**config.mk**
```make
export PLATFORM = sky130hd
export DESIGN_NAME = motion_report_registers
export DESIGN_NICKNAME = d
export VERILOG_FILES = /design/src/shared/motion_report_pkg.sv /design/src/verilog/pin_sync.sv /design/src/verilog/axis_accumulator.sv /design/src/verilog/motion_report_registers.sv
export VERILOG_INCLUDE_DIRS = /design/src /design/src/shared
export SDC_FILE = /design/constraint.sdc
export NUM_CORES = 1
export LEC_CHECK = 0
export BUFFER_PORTS_ARGS = -buffer_cell sky130_fd_sc_hd__clkbuf_2
export CORE_MARGIN = 2
export CORE_UTILIZATION = 35
export CTS_CLUSTER_DIAMETER = 50
export DETAILED_ROUTE_END_ITERATION = 8
export SYNTH_ARGS = -nofsm -noshare
export SYNTH_HDL_FRONTEND = slang
export SYNTH_SLANG_ARGS = --single-unit
```
**constraint.sdc**
```tcl
create_clock -name clock -period 9.73 [get_ports clock]
set_clock_uncertainty 0.15 [all_clocks]
set_input_delay 1.4595 -clock clock [delete_from_list [all_inputs] [get_ports clock]]
set_output_delay 1.4595 -clock clock [all_outputs]
set_load 0.005 [all_outputs]
```
**src/shared/motion_report_defines.svh**
```systemverilog
// constants of the motion report register block
// assumes the core clock runs at 200 MHz and the host clocks the two-wire port
// Behaviour
// - read-only byte holds design revision code
// - status at 0x02, reset zero, top bit pending
// - bit 5 flags an LED drive fault
// - LED fault sticky until status is read
// - LED driven normally once fault disappears
// - bit 4 Y overflow, bit 3 X overflow
// - bit 0 shows active resolution 400/800
// - status read freezes X and Y displacement
// - repeated status read replaces held displacement
// - wide accumulators, overflow sets flag, motion lost
// - overflow clears after readout below full scale
// - excess motion saturates capture, pending stays set
// - X displacement at 0x03, signed, clear on read
// - Y displacement at 0x04, signed, clear on read
// - surface feature count at 0x05, unsigned byte
// - registers reached only through two-wire port
`ifndef MOTION_REPORT_DEFINES_SVH
`define MOTION_REPORT_DEFINES_SVH

`define REG_REVISION      7'h01
`define REG_STATUS        7'h02
`define REG_X_DISP        7'h03
`define REG_Y_DISP        7'h04
`define REG_SURFACE       7'h05

`define STATUS_RESET      8'h00
`define DISP_RESET        8'h00
`define SURFACE_RESET     8'h00
`define UNMAPPED_VALUE    8'h00

`define PENDING_BIT       7
`define LED_FAULT_BIT     5
`define Y_OVF_BIT         4
`define X_OVF_BIT         3
`define CPI_BIT           0

`define DIR_BIT           7
`define ACC_WIDTH         12
`define SUM_MAX           13'sh07FF
`define SUM_MIN           13'sh1800
`define ACC_MAX           12'sh7FF
`define ACC_MIN           12'sh800
`define DISP_MAX          8'sh7F
`define DISP_MIN          8'sh80
`define SYNC_WIDTH        3

`define CLOCK_PERIOD_NS   5
`define PORT_IDLE_NS      4000
`define PORT_IDLE_CYCLES  ((`PORT_IDLE_NS + `CLOCK_PERIOD_NS - 1) / `CLOCK_PERIOD_NS)
`define IDLE_WIDTH        10

`endif

```
**src/shared/motion_report_pkg.sv**
```systemverilog
// types shared by the motion report block
// assumes the defines header sits on the include path
`include "motion_report_defines.svh"

package motion_report_pkg;

    typedef enum logic [1:0] {
        PORT_ADDR  = 2'b00,
        PORT_READ  = 2'b01,
        PORT_WRITE = 2'b10
    } port_state_type;

    typedef struct packed {
        logic signed [`ACC_WIDTH-1:0] acc;
        logic signed [7:0]            held;
        logic                         overflow;
        logic                         drained;
    } axis_state_type;

    typedef struct packed {
        logic [`SYNC_WIDTH-1:0] first;
        logic [`SYNC_WIDTH-1:0] second;
    } sync_state_type;

    typedef struct packed {
        port_state_type          port;
        logic [2:0]              bit_count;
        logic [7:0]              shift;
        logic                    sclk_prev;
        logic                    sdio_out;
        logic                    sdio_oe;
        logic [`IDLE_WIDTH-1:0]  idle_count;
        logic                    led_fault;
        logic [7:0]              surface;
    } report_state_type;

endpackage

```
**src/verilog/pin_sync.sv**
```systemverilog
// two-flop synchroniser for the port clock, port data and LED fault pins
// assumes the inputs are asynchronous to clock
`timescale 1ns/10ps
`include "motion_report_defines.svh"

module pin_sync
    import motion_report_pkg::*;
(
    // clock and reset
    input  wire logic                   clock,
    input  wire logic                   rst_n,
    // pins
    input  wire logic [`SYNC_WIDTH-1:0] raw,
    output logic      [`SYNC_WIDTH-1:0] synced
);

    sync_state_type q;
    sync_state_type d;

    always_comb begin
        d        = q;
        d.first  = raw;
        d.second = q.first;
    end

    always_ff @(posedge clock or negedge rst_n) begin
        if (!rst_n) begin
            q <= '0;
        end else begin
            q <= d;
        end
    end

    assign synced = q.second;

endmodule

```
**src/verilog/axis_accumulator.sv**
```systemverilog
// one motion axis: wide accumulator, frozen displacement byte, overflow flag
// assumes capture and read_out are one-cycle pulses and never coincide
`timescale 1ns/10ps
`include "motion_report_defines.svh"

module axis_accumulator
    import motion_report_pkg::*;
(
    // clock and reset
    input  wire logic              clock,
    input  wire logic              rst_n,
    // motion from the navigation core
    input  wire logic              motion_valid,
    input  wire logic signed [7:0] motion_delta,
    // register side effects
    input  wire logic              capture,
    input  wire logic              read_out,
    // results
    output logic signed [7:0]      held_value,
    output logic                   overflow,
    output logic                   pending
);

    axis_state_type q;
    axis_state_type d;

    logic signed [`ACC_WIDTH:0]   sum;
    logic signed [`ACC_WIDTH-1:0] acc_in;
    logic signed [7:0]            take;
    logic                         ovf_event;

    always_comb begin
        d         = q;
        sum       = {q.acc[`ACC_WIDTH-1], q.acc};
        ovf_event = 1'b0;
        if (motion_valid) begin
            sum = sum + {{(`ACC_WIDTH-7){motion_delta[7]}}, motion_delta};
        end
        // clamp rather than wrap, so the direction survives an overflow
        if (sum > `SUM_MAX) begin
            acc_in    = `ACC_MAX;
            ovf_event = 1'b1;
        end else if (sum < `SUM_MIN) begin
            acc_in    = `ACC_MIN;
            ovf_event = 1'b1;
        end else begin
            acc_in = sum[`ACC_WIDTH-1:0];
        end
        if (acc_in > $signed({{(`ACC_WIDTH-8){1'b0}}, `DISP_MAX})) begin
            take = `DISP_MAX;
        end else if (acc_in < $signed({{(`ACC_WIDTH-8){1'b1}}, `DISP_MIN})) begin
            take = `DISP_MIN;
        end else begin
            take = acc_in[7:0];
        end
        d.acc = acc_in;
        if (capture) begin
            // unread held bytes are dropped here by design
            d.held = take;
            d.acc  = acc_in - {{(`ACC_WIDTH-8){take[7]}}, take};
        end else if (read_out) begin
            d.held    = `DISP_RESET;
            d.drained = 1'b1;
        end
        if (ovf_event) begin
            d.overflow = 1'b1;
            d.drained  = 1'b0;
        end else if (q.drained && acc_in != `ACC_MAX && acc_in != `ACC_MIN) begin
            d.overflow = 1'b0;
            d.drained  = 1'b0;
        end
    end

    always_ff @(posedge clock or negedge rst_n) begin
        if (!rst_n) begin
            q <= '0;
        end else begin
            q <= d;
        end
    end

    assign held_value = q.held;
    assign overflow   = q.overflow;
    assign pending    = (q.acc != '0) || (q.held != '0);

endmodule

```
**src/verilog/motion_report_registers.sv**
```systemverilog
// motion report registers behind the two-wire serial port
// assumes the host clocks the port slowly against the 200 MHz core clock
// assumes motion and frame inputs come from logic on the core clock
`timescale 1ns/10ps
`include "motion_report_defines.svh"

module motion_report_registers
    import motion_report_pkg::*;
#(
    // arbitrary value, no real part implied
    parameter logic [7:0] DESIGN_REVISION = 8'h5A
)
(
    // clock and reset
    input  wire logic              clock,
    input  wire logic              rst_n,
    // two-wire serial port
    input  wire logic              sclk,
    input  wire logic              sdio_in,
    output logic                   sdio_out,
    output logic                   sdio_oe,
    // motion from the navigation core
    input  wire logic              motion_valid,
    input  wire logic signed [7:0] delta_x,
    input  wire logic signed [7:0] delta_y,
    input  wire logic              cpi_select_bit,
    // frame results
    input  wire logic              frame_done,
    input  wire logic [7:0]        frame_feature_count,
    // LED supervision
    input  wire logic              led_fault_raw,
    output logic                   led_drive_enable,
    // status
    output logic                   movement_pending
);

    report_state_type q;
    report_state_type d;

    // synchronised pins
    logic [`SYNC_WIDTH-1:0] pins_raw;
    logic [`SYNC_WIDTH-1:0] pins_sync;
    logic                   sclk_s;
    logic                   sdio_s;
    logic                   led_fault_s;

    // port edges
    logic                   sclk_rise;
    logic                   sclk_fall;

    // per-axis signals, index 0 is X and 1 is Y
    logic                   axis_valid;
    logic signed [7:0]      axis_delta   [2];
    logic                   axis_capture;
    logic [1:0]             axis_read;
    logic signed [7:0]      axis_held    [2];
    logic [1:0]             axis_ovf;
    logic [1:0]             axis_pending;

    // read decode
    logic [7:0]             addr_byte;
    logic [6:0]             reg_addr;
    logic [7:0]             read_data;
    logic [7:0]             status_byte;
    logic                   status_read;
    logic                   x_read;
    logic                   y_read;

    assign pins_raw = {led_fault_raw, sdio_in, sclk};

    pin_sync u_pin_sync (
        .clock  (clock),
        .rst_n  (rst_n),
        .raw    (pins_raw),
        .synced (pins_sync)
    );

    assign sclk_s      = pins_sync[0];
    assign sdio_s      = pins_sync[1];
    assign led_fault_s = pins_sync[2];

    assign sclk_rise = sclk_s && !q.sclk_prev;
    assign sclk_fall = !sclk_s && q.sclk_prev;

    assign axis_valid    = motion_valid;
    assign axis_delta[0] = delta_x;
    assign axis_delta[1] = delta_y;
    assign axis_read     = {y_read, x_read};
    assign axis_capture  = status_read;

    // deltas already arrive at the active resolution
    genvar ch;
    generate
        for (ch = 0; ch < 2; ch++) begin : g_axis
            axis_accumulator u_axis (
                .clock        (clock),
                .rst_n        (rst_n),
                .motion_valid (axis_valid),
                .motion_delta (axis_delta[ch]),
                .capture      (axis_capture),
                .read_out     (axis_read[ch]),
                .held_value   (axis_held[ch]),
                .overflow     (axis_ovf[ch]),
                .pending      (axis_pending[ch])
            );
        end
    endgenerate

    // status byte as seen at the moment of the read
    always_comb begin
        status_byte                 = `STATUS_RESET;
        status_byte[`PENDING_BIT]   = |axis_pending;
        // a fault present in the read cycle is reported, not lost
        status_byte[`LED_FAULT_BIT] = q.led_fault || led_fault_s;
        status_byte[`Y_OVF_BIT]     = axis_ovf[1];
        status_byte[`X_OVF_BIT]     = axis_ovf[0];
        status_byte[`CPI_BIT]       = cpi_select_bit;
    end

    // address byte completes on the eighth rising port clock
    assign addr_byte = {q.shift[6:0], sdio_s};
    assign reg_addr  = addr_byte[6:0];

    // register access only through the serial port
    always_comb begin
        read_data   = `UNMAPPED_VALUE;
        status_read = 1'b0;
        x_read      = 1'b0;
        y_read      = 1'b0;
        if (q.port == PORT_ADDR && sclk_rise && q.bit_count == 3'h7
            && !addr_byte[`DIR_BIT]) begin
            if (reg_addr == `REG_REVISION) begin
                read_data = DESIGN_REVISION;
            end else if (reg_addr == `REG_STATUS) begin
                read_data   = status_byte;
                status_read = 1'b1;
            end else if (reg_addr == `REG_X_DISP) begin
                read_data = axis_held[0];
                x_read    = 1'b1;
            end else if (reg_addr == `REG_Y_DISP) begin
                read_data = axis_held[1];
                y_read    = 1'b1;
            end else if (reg_addr == `REG_SURFACE) begin
                read_data = q.surface;
            end else begin
                read_data = `UNMAPPED_VALUE;
            end
        end
    end

    // port sequencing and the block's own flags
    always_comb begin
        d           = q;
        d.sclk_prev = sclk_s;

        // no edge for a long time puts the port back to the address phase
        if (sclk_rise || sclk_fall) begin
            d.idle_count = '0;
        end else if (q.idle_count != `IDLE_WIDTH'(`PORT_IDLE_CYCLES)) begin
            d.idle_count = q.idle_count + `IDLE_WIDTH'(1);
        end

        case (q.port)
            PORT_ADDR: begin
                if (sclk_rise) begin
                    d.shift     = addr_byte;
                    d.bit_count = q.bit_count + 3'h1;
                    if (q.bit_count == 3'h7) begin
                        d.bit_count = 3'h0;
                        if (addr_byte[`DIR_BIT]) begin
                            d.port = PORT_WRITE;
                        end else begin
                            d.shift = read_data;
                            d.port  = PORT_READ;
                        end
                    end
                end
            end
            PORT_READ: begin
                // drive on falling edges so data is stable at the host's rise
                if (sclk_fall) begin
                    d.sdio_oe  = 1'b1;
                    d.sdio_out = q.shift[7];
                    d.shift    = {q.shift[6:0], 1'b0};
                end
                if (sclk_rise) begin
                    d.bit_count = q.bit_count + 3'h1;
                    if (q.bit_count == 3'h7) begin
                        d.bit_count = 3'h0;
                        d.sdio_oe   = 1'b0;
                        d.sdio_out  = 1'b0;
                        d.port      = PORT_ADDR;
                    end
                end
            end
            PORT_WRITE: begin
                // none of these registers is writable, data is dropped
                if (sclk_rise) begin
                    d.shift     = {q.shift[6:0], sdio_s};
                    d.bit_count = q.bit_count + 3'h1;
                    if (q.bit_count == 3'h7) begin
                        d.bit_count = 3'h0;
                        d.port      = PORT_ADDR;
                    end
                end
            end
            default: begin
                d.port      = PORT_ADDR;
                d.bit_count = 3'h0;
                d.sdio_oe   = 1'b0;
                d.sdio_out  = 1'b0;
            end
        endcase

        if (q.idle_count == `IDLE_WIDTH'(`PORT_IDLE_CYCLES)
            && (q.port != PORT_ADDR || q.bit_count != 3'h0)) begin
            d.port      = PORT_ADDR;
            d.bit_count = 3'h0;
            d.sdio_oe   = 1'b0;
            d.sdio_out  = 1'b0;
        end

        // sticky fault: a fault in the clearing cycle wins over the clear
        if (led_fault_s) begin
            d.led_fault = 1'b1;
        end else if (status_read) begin
            d.led_fault = 1'b0;
        end

        if (frame_done) begin
            d.surface = frame_feature_count;
        end
    end

    always_ff @(posedge clock or negedge rst_n) begin
        if (!rst_n) begin
            q            <= '0;
            q.port       <= PORT_ADDR;
            q.surface    <= `SURFACE_RESET;
        end else begin
            q <= d;
        end
    end

    assign sdio_out         = q.sdio_out;
    assign sdio_oe          = q.sdio_oe;
    // the drive returns by itself once the pin reports no fault
    assign led_drive_enable = !led_fault_s;
    assign movement_pending = |axis_pending;

endmodule

```
**Yosys cells after proc, flatten, opt, wreduce, memory -nomap -nowiden**

Index checks and enable logic that the tools add are counted.

- Word-level logic and storage cells: 165
- Register bits after elaboration: 85
- Output and inout bits: 4
- Input bits: 32

- Order comparisons: 8
- Reductions and logical operators: 42
- Eq/ne operators: 24
- Add/subtract/negate cells: 6
- Multiplexer cells: 66

Operator list:

| kind | count |
|---|---|
| 2-to-1 mux 8 bit | 16 |
| 2-to-1 mux 12 bit | 6 |
| 2-to-1 mux 13 bit | 5 |
| inequality test 12 bit, second input constant | 4 |
| adder 12 x 8 -> 13 bit | 2 |
| greater-than comparator 13 x 12 -> 1 bit, second input constant | 2 |
| less-than comparator 13 x 12 -> 1 bit, second input constant | 2 |
| greater-than comparator 12 x 8 -> 1 bit, second input constant | 2 |
| less-than comparator 12 x 8 -> 1 bit, second input constant | 2 |
| case mux 8 bit (3 select lines) | 1 |
| nonzero test 12 bit | 2 |
| subtractor 12 bit | 2 |
| 2-to-1 mux 1 bit | 22 |
| 2-to-1 mux 10 bit | 2 |
| 2-to-1 mux 2 bit | 9 |
| nonzero test 8 bit | 2 |
| 2-to-1 mux 5 bit | 3 |
| case mux 5 bit (3 select lines) | 1 |
| == test 7 x 2 -> 1 bit, second input constant | 2 |
| == test 7 x 3 -> 1 bit, second input constant | 2 |
| nonzero test 2 bit | 7 |
| nonzero test 3 bit | 4 |
| adder 10 x 1 -> 10 bit, second input constant | 1 |
| == test 10 bit, second input constant | 1 |
| 20 further kinds | 44 |

**Logic depth before layout (Yosys ltp)**

- Depth after elaboration: 12
- Mapped depth: 24
- Gate-level depth less buffers: 24

**Hierarchy**

From an unflattened synthesis, not the netlist that was laid out.

- Cell total of the unflattened synthesis: 846
- Area total of the unflattened synthesis: 7,485.9 µm²

By module, submodules not included:

| module | seq. area each (µm²) | area an instance (µm²) | instances | cells each |
|---|---|---|---|---|
| axis_accumulator (g_axis[1].u_axis) | 550.5 | 2,588.7 | 1 | 304 |
| axis_accumulator (g_axis[0].u_axis) | 550.5 | 2,517.4 | 1 | 311 |
| motion_report_registers | 875.8 | 2,229.6 | 1 | 225 |
| pin_sync | 150.1 | 150.1 | 1 | 6 |

**Worst setup path after synthesis**

No wires, ideal clock.

- Path kind: input -> register
- From: in delta_x[0]
- To: reg g_axis[0].u_axis.q[20] (netlist bit)
- Path slack: 3,812 ps
- Stages: 21
- Buffers on the path: 0
- Setup time: 127 ps
- Arrival: 5,641 ps
- Data required time: 9,453 ps
- Cells stage by stage: ha_1 -> inv_1 -> fa_1 -> and2b_1 -> o31ai_2 -> a21o_1 -> o31a_1 -> or3_1 -> a311o_1 -> nand2_1 -> a21boi_0 -> fa_1 -> a21oi_1 -> o21ai_0 -> o21ai_0 -> a21boi_0 -> nor4_1 -> nor3_1 -> or3_1 -> a21oi_1 -> nor3_1

RTL lines:

| item | RTL line | RTL |
|---|---|---|
| start, declared | motion_report_registers.sv:24 | `input wire logic signed [7:0] delta_x,` |
| end signal, assigned | axis_accumulator.sv:76 | `q <= '0;` |
| end signal, assigned | axis_accumulator.sv:78 | `q <= d;` |
| end, declared | axis_accumulator.sv:24 | `axis_state_type q;` |

==> summary.txt <==
Setup path
  – CP Cell Sequence: clkbuf_2 -> ha_1 -> inv_1 -> fa_1 -> and2b_1 -> o31ai_2 -> a21o_1 -> o31a_1 -> or3_1 -> o22ai_2 -> a21oi_1 -> o21ai_1 -> ha_1 -> inv_1 -> fa_1 -> a21oi_1 -> o21ai_0 -> o21ai_0 -> a21boi_0 -> nor4_1 -> nor3_1 -> or3_1 -> a21oi_1 -> nor3_1
  – Startpoint types: input port
  – Setup Crit Path Kind: input port to flop
  – CP Buf/Inv Count: 3
  – R2R setup slack: a little over 4 ns
  – Critical-path cell with the highest stage delay: o22ai_2
  – Crit Path Max Fanout: 15
  – Crit. End Element: flop
  – Worst R2R Path Depth: 23
  – Delay-heaviest family, CP: compound AO/OA/AOI/OAI gates
  – WP data required: a little under 10 ns
  – CP dominant cell by count: a21oi_1
  – FF-to-FF Start: g_axis[0].u_axis.q[10]
  – Slowest stage delay, CP: about 0.42 ns
  – Worst R2R End: g_axis[0].u_axis.q[20]
  – WP data arrival: between 6 and 7 ns

Layout
  – Antenna cell count: 0
  – Final core utilization: 39.36%
  – Share of cells above drive strength 1: 12.04%
  – Final instance area: 0.007965 mm²
  – Fin cells: ~1200
  – Final #Nets: ~1000
  – Layout area overhead: 10.66%

Die
  – Die ar.: around 0.022 mm²
  – # IOs: 36
  – Placement Rows: 52
  – Initial core utilization: between 30% and 40%
  – Die X-Extent: about 150 µm
  – Core ar.: between 0.02 and 0.025 mm²
  – Die height: around 150 µm

Power
  – VDD IR max: 265.7 µV
  – Pwr Density: between 300 and 400 mW/mm²
  – Pleak: roughly 0.0035 µW

Synthesis
  – Flops & latches, synth: between 80 and 90
  – Asr flop ratio synth: 100.0%
  – Synth Warn #: 0
  – Unique masters post-synth: between 90 and 100
  – Syn Area/Cell: about 8.4 µm²
  – Most used DFF post-synth: dfrtp_1
  – Cells after Synth: between 800 and 900
  – Post-Syn Nets: ~950
  – Post-synth EDFFs: 0
  – Synth Cell Area: between 0.007 and 0.008 mm²
  – Post-synthesis sequential area ratio: between 20% and 30%
  – Top cells by area, synth: dfrtp_1, ha_1, nor2_1, a21oi_1, nand2_1
  – Most area-hungry cell type in the Yosys netlist: dfrtp_1
  – Post-synth top area share: between 20% and 30%

GRT
  – Initial antenna violation count: 0
  – First-pass GRT wire length: between 30000 and 40000 µm
  – Vias in the first global route: just under 6000
  – Tot GR Track Use: 17.18%
  – Largest net degree at the start of global routing: 52
  – Total congestion overflow: 0

CTS
  – CTS max path bufs: 2
  – TritonCTS Buffers: 9
  – CTS clk-pin slew, worst paths: 0.07 ns
  – Setup bufs post-CTS: 0
  – Worst-skew pair later-pin latency: 0.35 ns
  – CTS tree: done
  – CTS resizes: 0
  – H-tree depth: 3
  – Clk root buf: clkbuf_16
  – CTS Sinks: 85
  – CTS Hold Buffers Added: 0

Place
  – Cell area after placement: around 0.0076 mm²
  – # port buffers: 35
  – Placer congestion estimate: 0.8625
  – Dpl hpwl: around 14000 µm
  – Dpl cells: approximately 1100

Timing
  – Worst rel slew slack: a little under two fifths
  – Final setup viols: 0
  – RSZ-0062 raised after global routing: no
  – Endpoints failing hold: 0
  – Max-slew violation count: 0
  – Fin crit share: between 60 and 70%
  – Setup tns final: 0 ns
  – Tmin final: 6.365 ns
  – Worst-margin pin slew: 0.9331 ns
  – Max Freq: 0.1571 GHz

Drt
  – DRC viols: 0
  – Wire length per cell: about 16 µm
  – DR pass1 iterations: 5
  – Post-route ant nets: 0
  – First DRT Iteration DRCs: around 490
  – Average via count per standard cell: ~5.6
  – WL final: about 18000 µm
  – DR vias: 6498

Job
  – Max cap viols: 0

Hold path
  – Hold path cells: 0
  – Hold Path Origin: u_pin_sync.d[1]
  – Tightest Hold Check Type: flop to flop
  – Worst Hold End: u_pin_sync.synced[1]

Run status
  – Status: finished, final reports clean
## per-layer routing
metal  share of wire (%)  GRT usage (%)
met1                  49          25.02
met2                  45          26.61
met3                 3.8          2.099
met4                 2.1          5.481
met5                   0              0
## per-stage QoR
stage	hold WS, ns	total power, µW	setup slack (ns)
3_5_place_dp	0.1847	2412	3.041
4_1_cts	0.1988	2806	3.390
5_1_grt	0.2157	3086	2.812
2_1_floorplan	0.1812	2012	3.812
3_3_place_gp	0.1832	2398	3.171
6_report	0.1979	2804	3.365
## cell families (layout without fill, tap and decap cells)
family	Yosys count	count (layout)	share of synthesized area, %
AND/OR/NAND/NOR	317	317	21.83
AO/OA/AOI/OAI	270	270	25.52
flip-flops	85	85	29.55
buffers and inverters	64	93	3.494
adder cells (fa/ha/maj)	63	63	11.35
multiplexers	32	32	4.728
XOR/XNOR	29	29	3.529
## layout make-up
type,count,area [µm²]
Sequential cell,85,2127
Fill cell,2035,12270
Clock inverter,5,81.33
Multi-Input combinational cell,711,4822
Timing Repair Buffer,40,215.2
Inverter,37,138.9
Tap cell,270,337.8
Clock buffer,11,242.7
## flip-flops by register name, indices dropped and copies added (netlist names)
register	cells
g_axis.u_axis.held_value	16
u_pin_sync.synced	3
addr_byte	7
u_pin_sync.d	3
q	26
g_axis.u_axis.overflow	2
g_axis.u_axis.q	26
sdio_oe	1
sdio_out	1
## layout by cell type, fill, tap and decap left out, drive strengths merged, types with 6 or more instances in the layout
master	instances
nand4	8
dfrtp	85
o21a	10
and2	12
o21ai	67
nand3	22
a21boi	9
xor2	8
or3	7
clkbuf	45
mux2i	19
a211oi	7
a31oi	15
or2	7
mux2	13
o31ai	8
o22ai	11
buf	6
nor2	94
a21o	15
a22oi	6
inv	38
nand2b	10
xnor2	21
nor3	26
o21bai	9
nand2	80
a21oi	63
ha	58
nor4	14
nor2b	12
## synthesized netlist by cell type, types with 12 or more instances
cell	number
mux2i_1	19
ha_1	58
nand2_1	79
o21ai_0	57
a21oi_1	61
clkbuf_1	18
nor4_1	14
nor2_1	94
xnor2_1	21
inv_1	36
nor3_1	24
and2_1	12
mux2_2	12
dfrtp_1	85
a31oi_1	15
a21o_1	15
nand3_1	21
## power by group
part / total [µW] / switching (µW) / internal (µW) / leakage (µW)
Sequential: 533 / 97.8 / 436 / 0.000966
Combinational: 1890 / 1100 / 794 / 0.00233
Clock: 380 / 147 / 233 / 0.000156
Total: 2800 / 1340 / 1460 / 0.00345
## how the worst max path moves through the flow
stage	slack, ns	start	endpoint	cells after the start
after CTS	3.39	delta_x[0]	g_axis[0].u_axis.q[20]	24
after global routing	2.81	delta_x[0]	g_axis[0].u_axis.q[20]	24
after global placement	3.17	delta_x[0]	g_axis[0].u_axis.q[20]	24
after detailed placement	3.04	delta_x[0]	g_axis[0].u_axis.q[20]	24
final	3.37	delta_x[0]	g_axis[0].u_axis.q[20]	24
after floorplan	3.81	delta_x[0]	g_axis[0].u_axis.q[20]	21
Note: power is estimated with default switching activity, not from simulation.
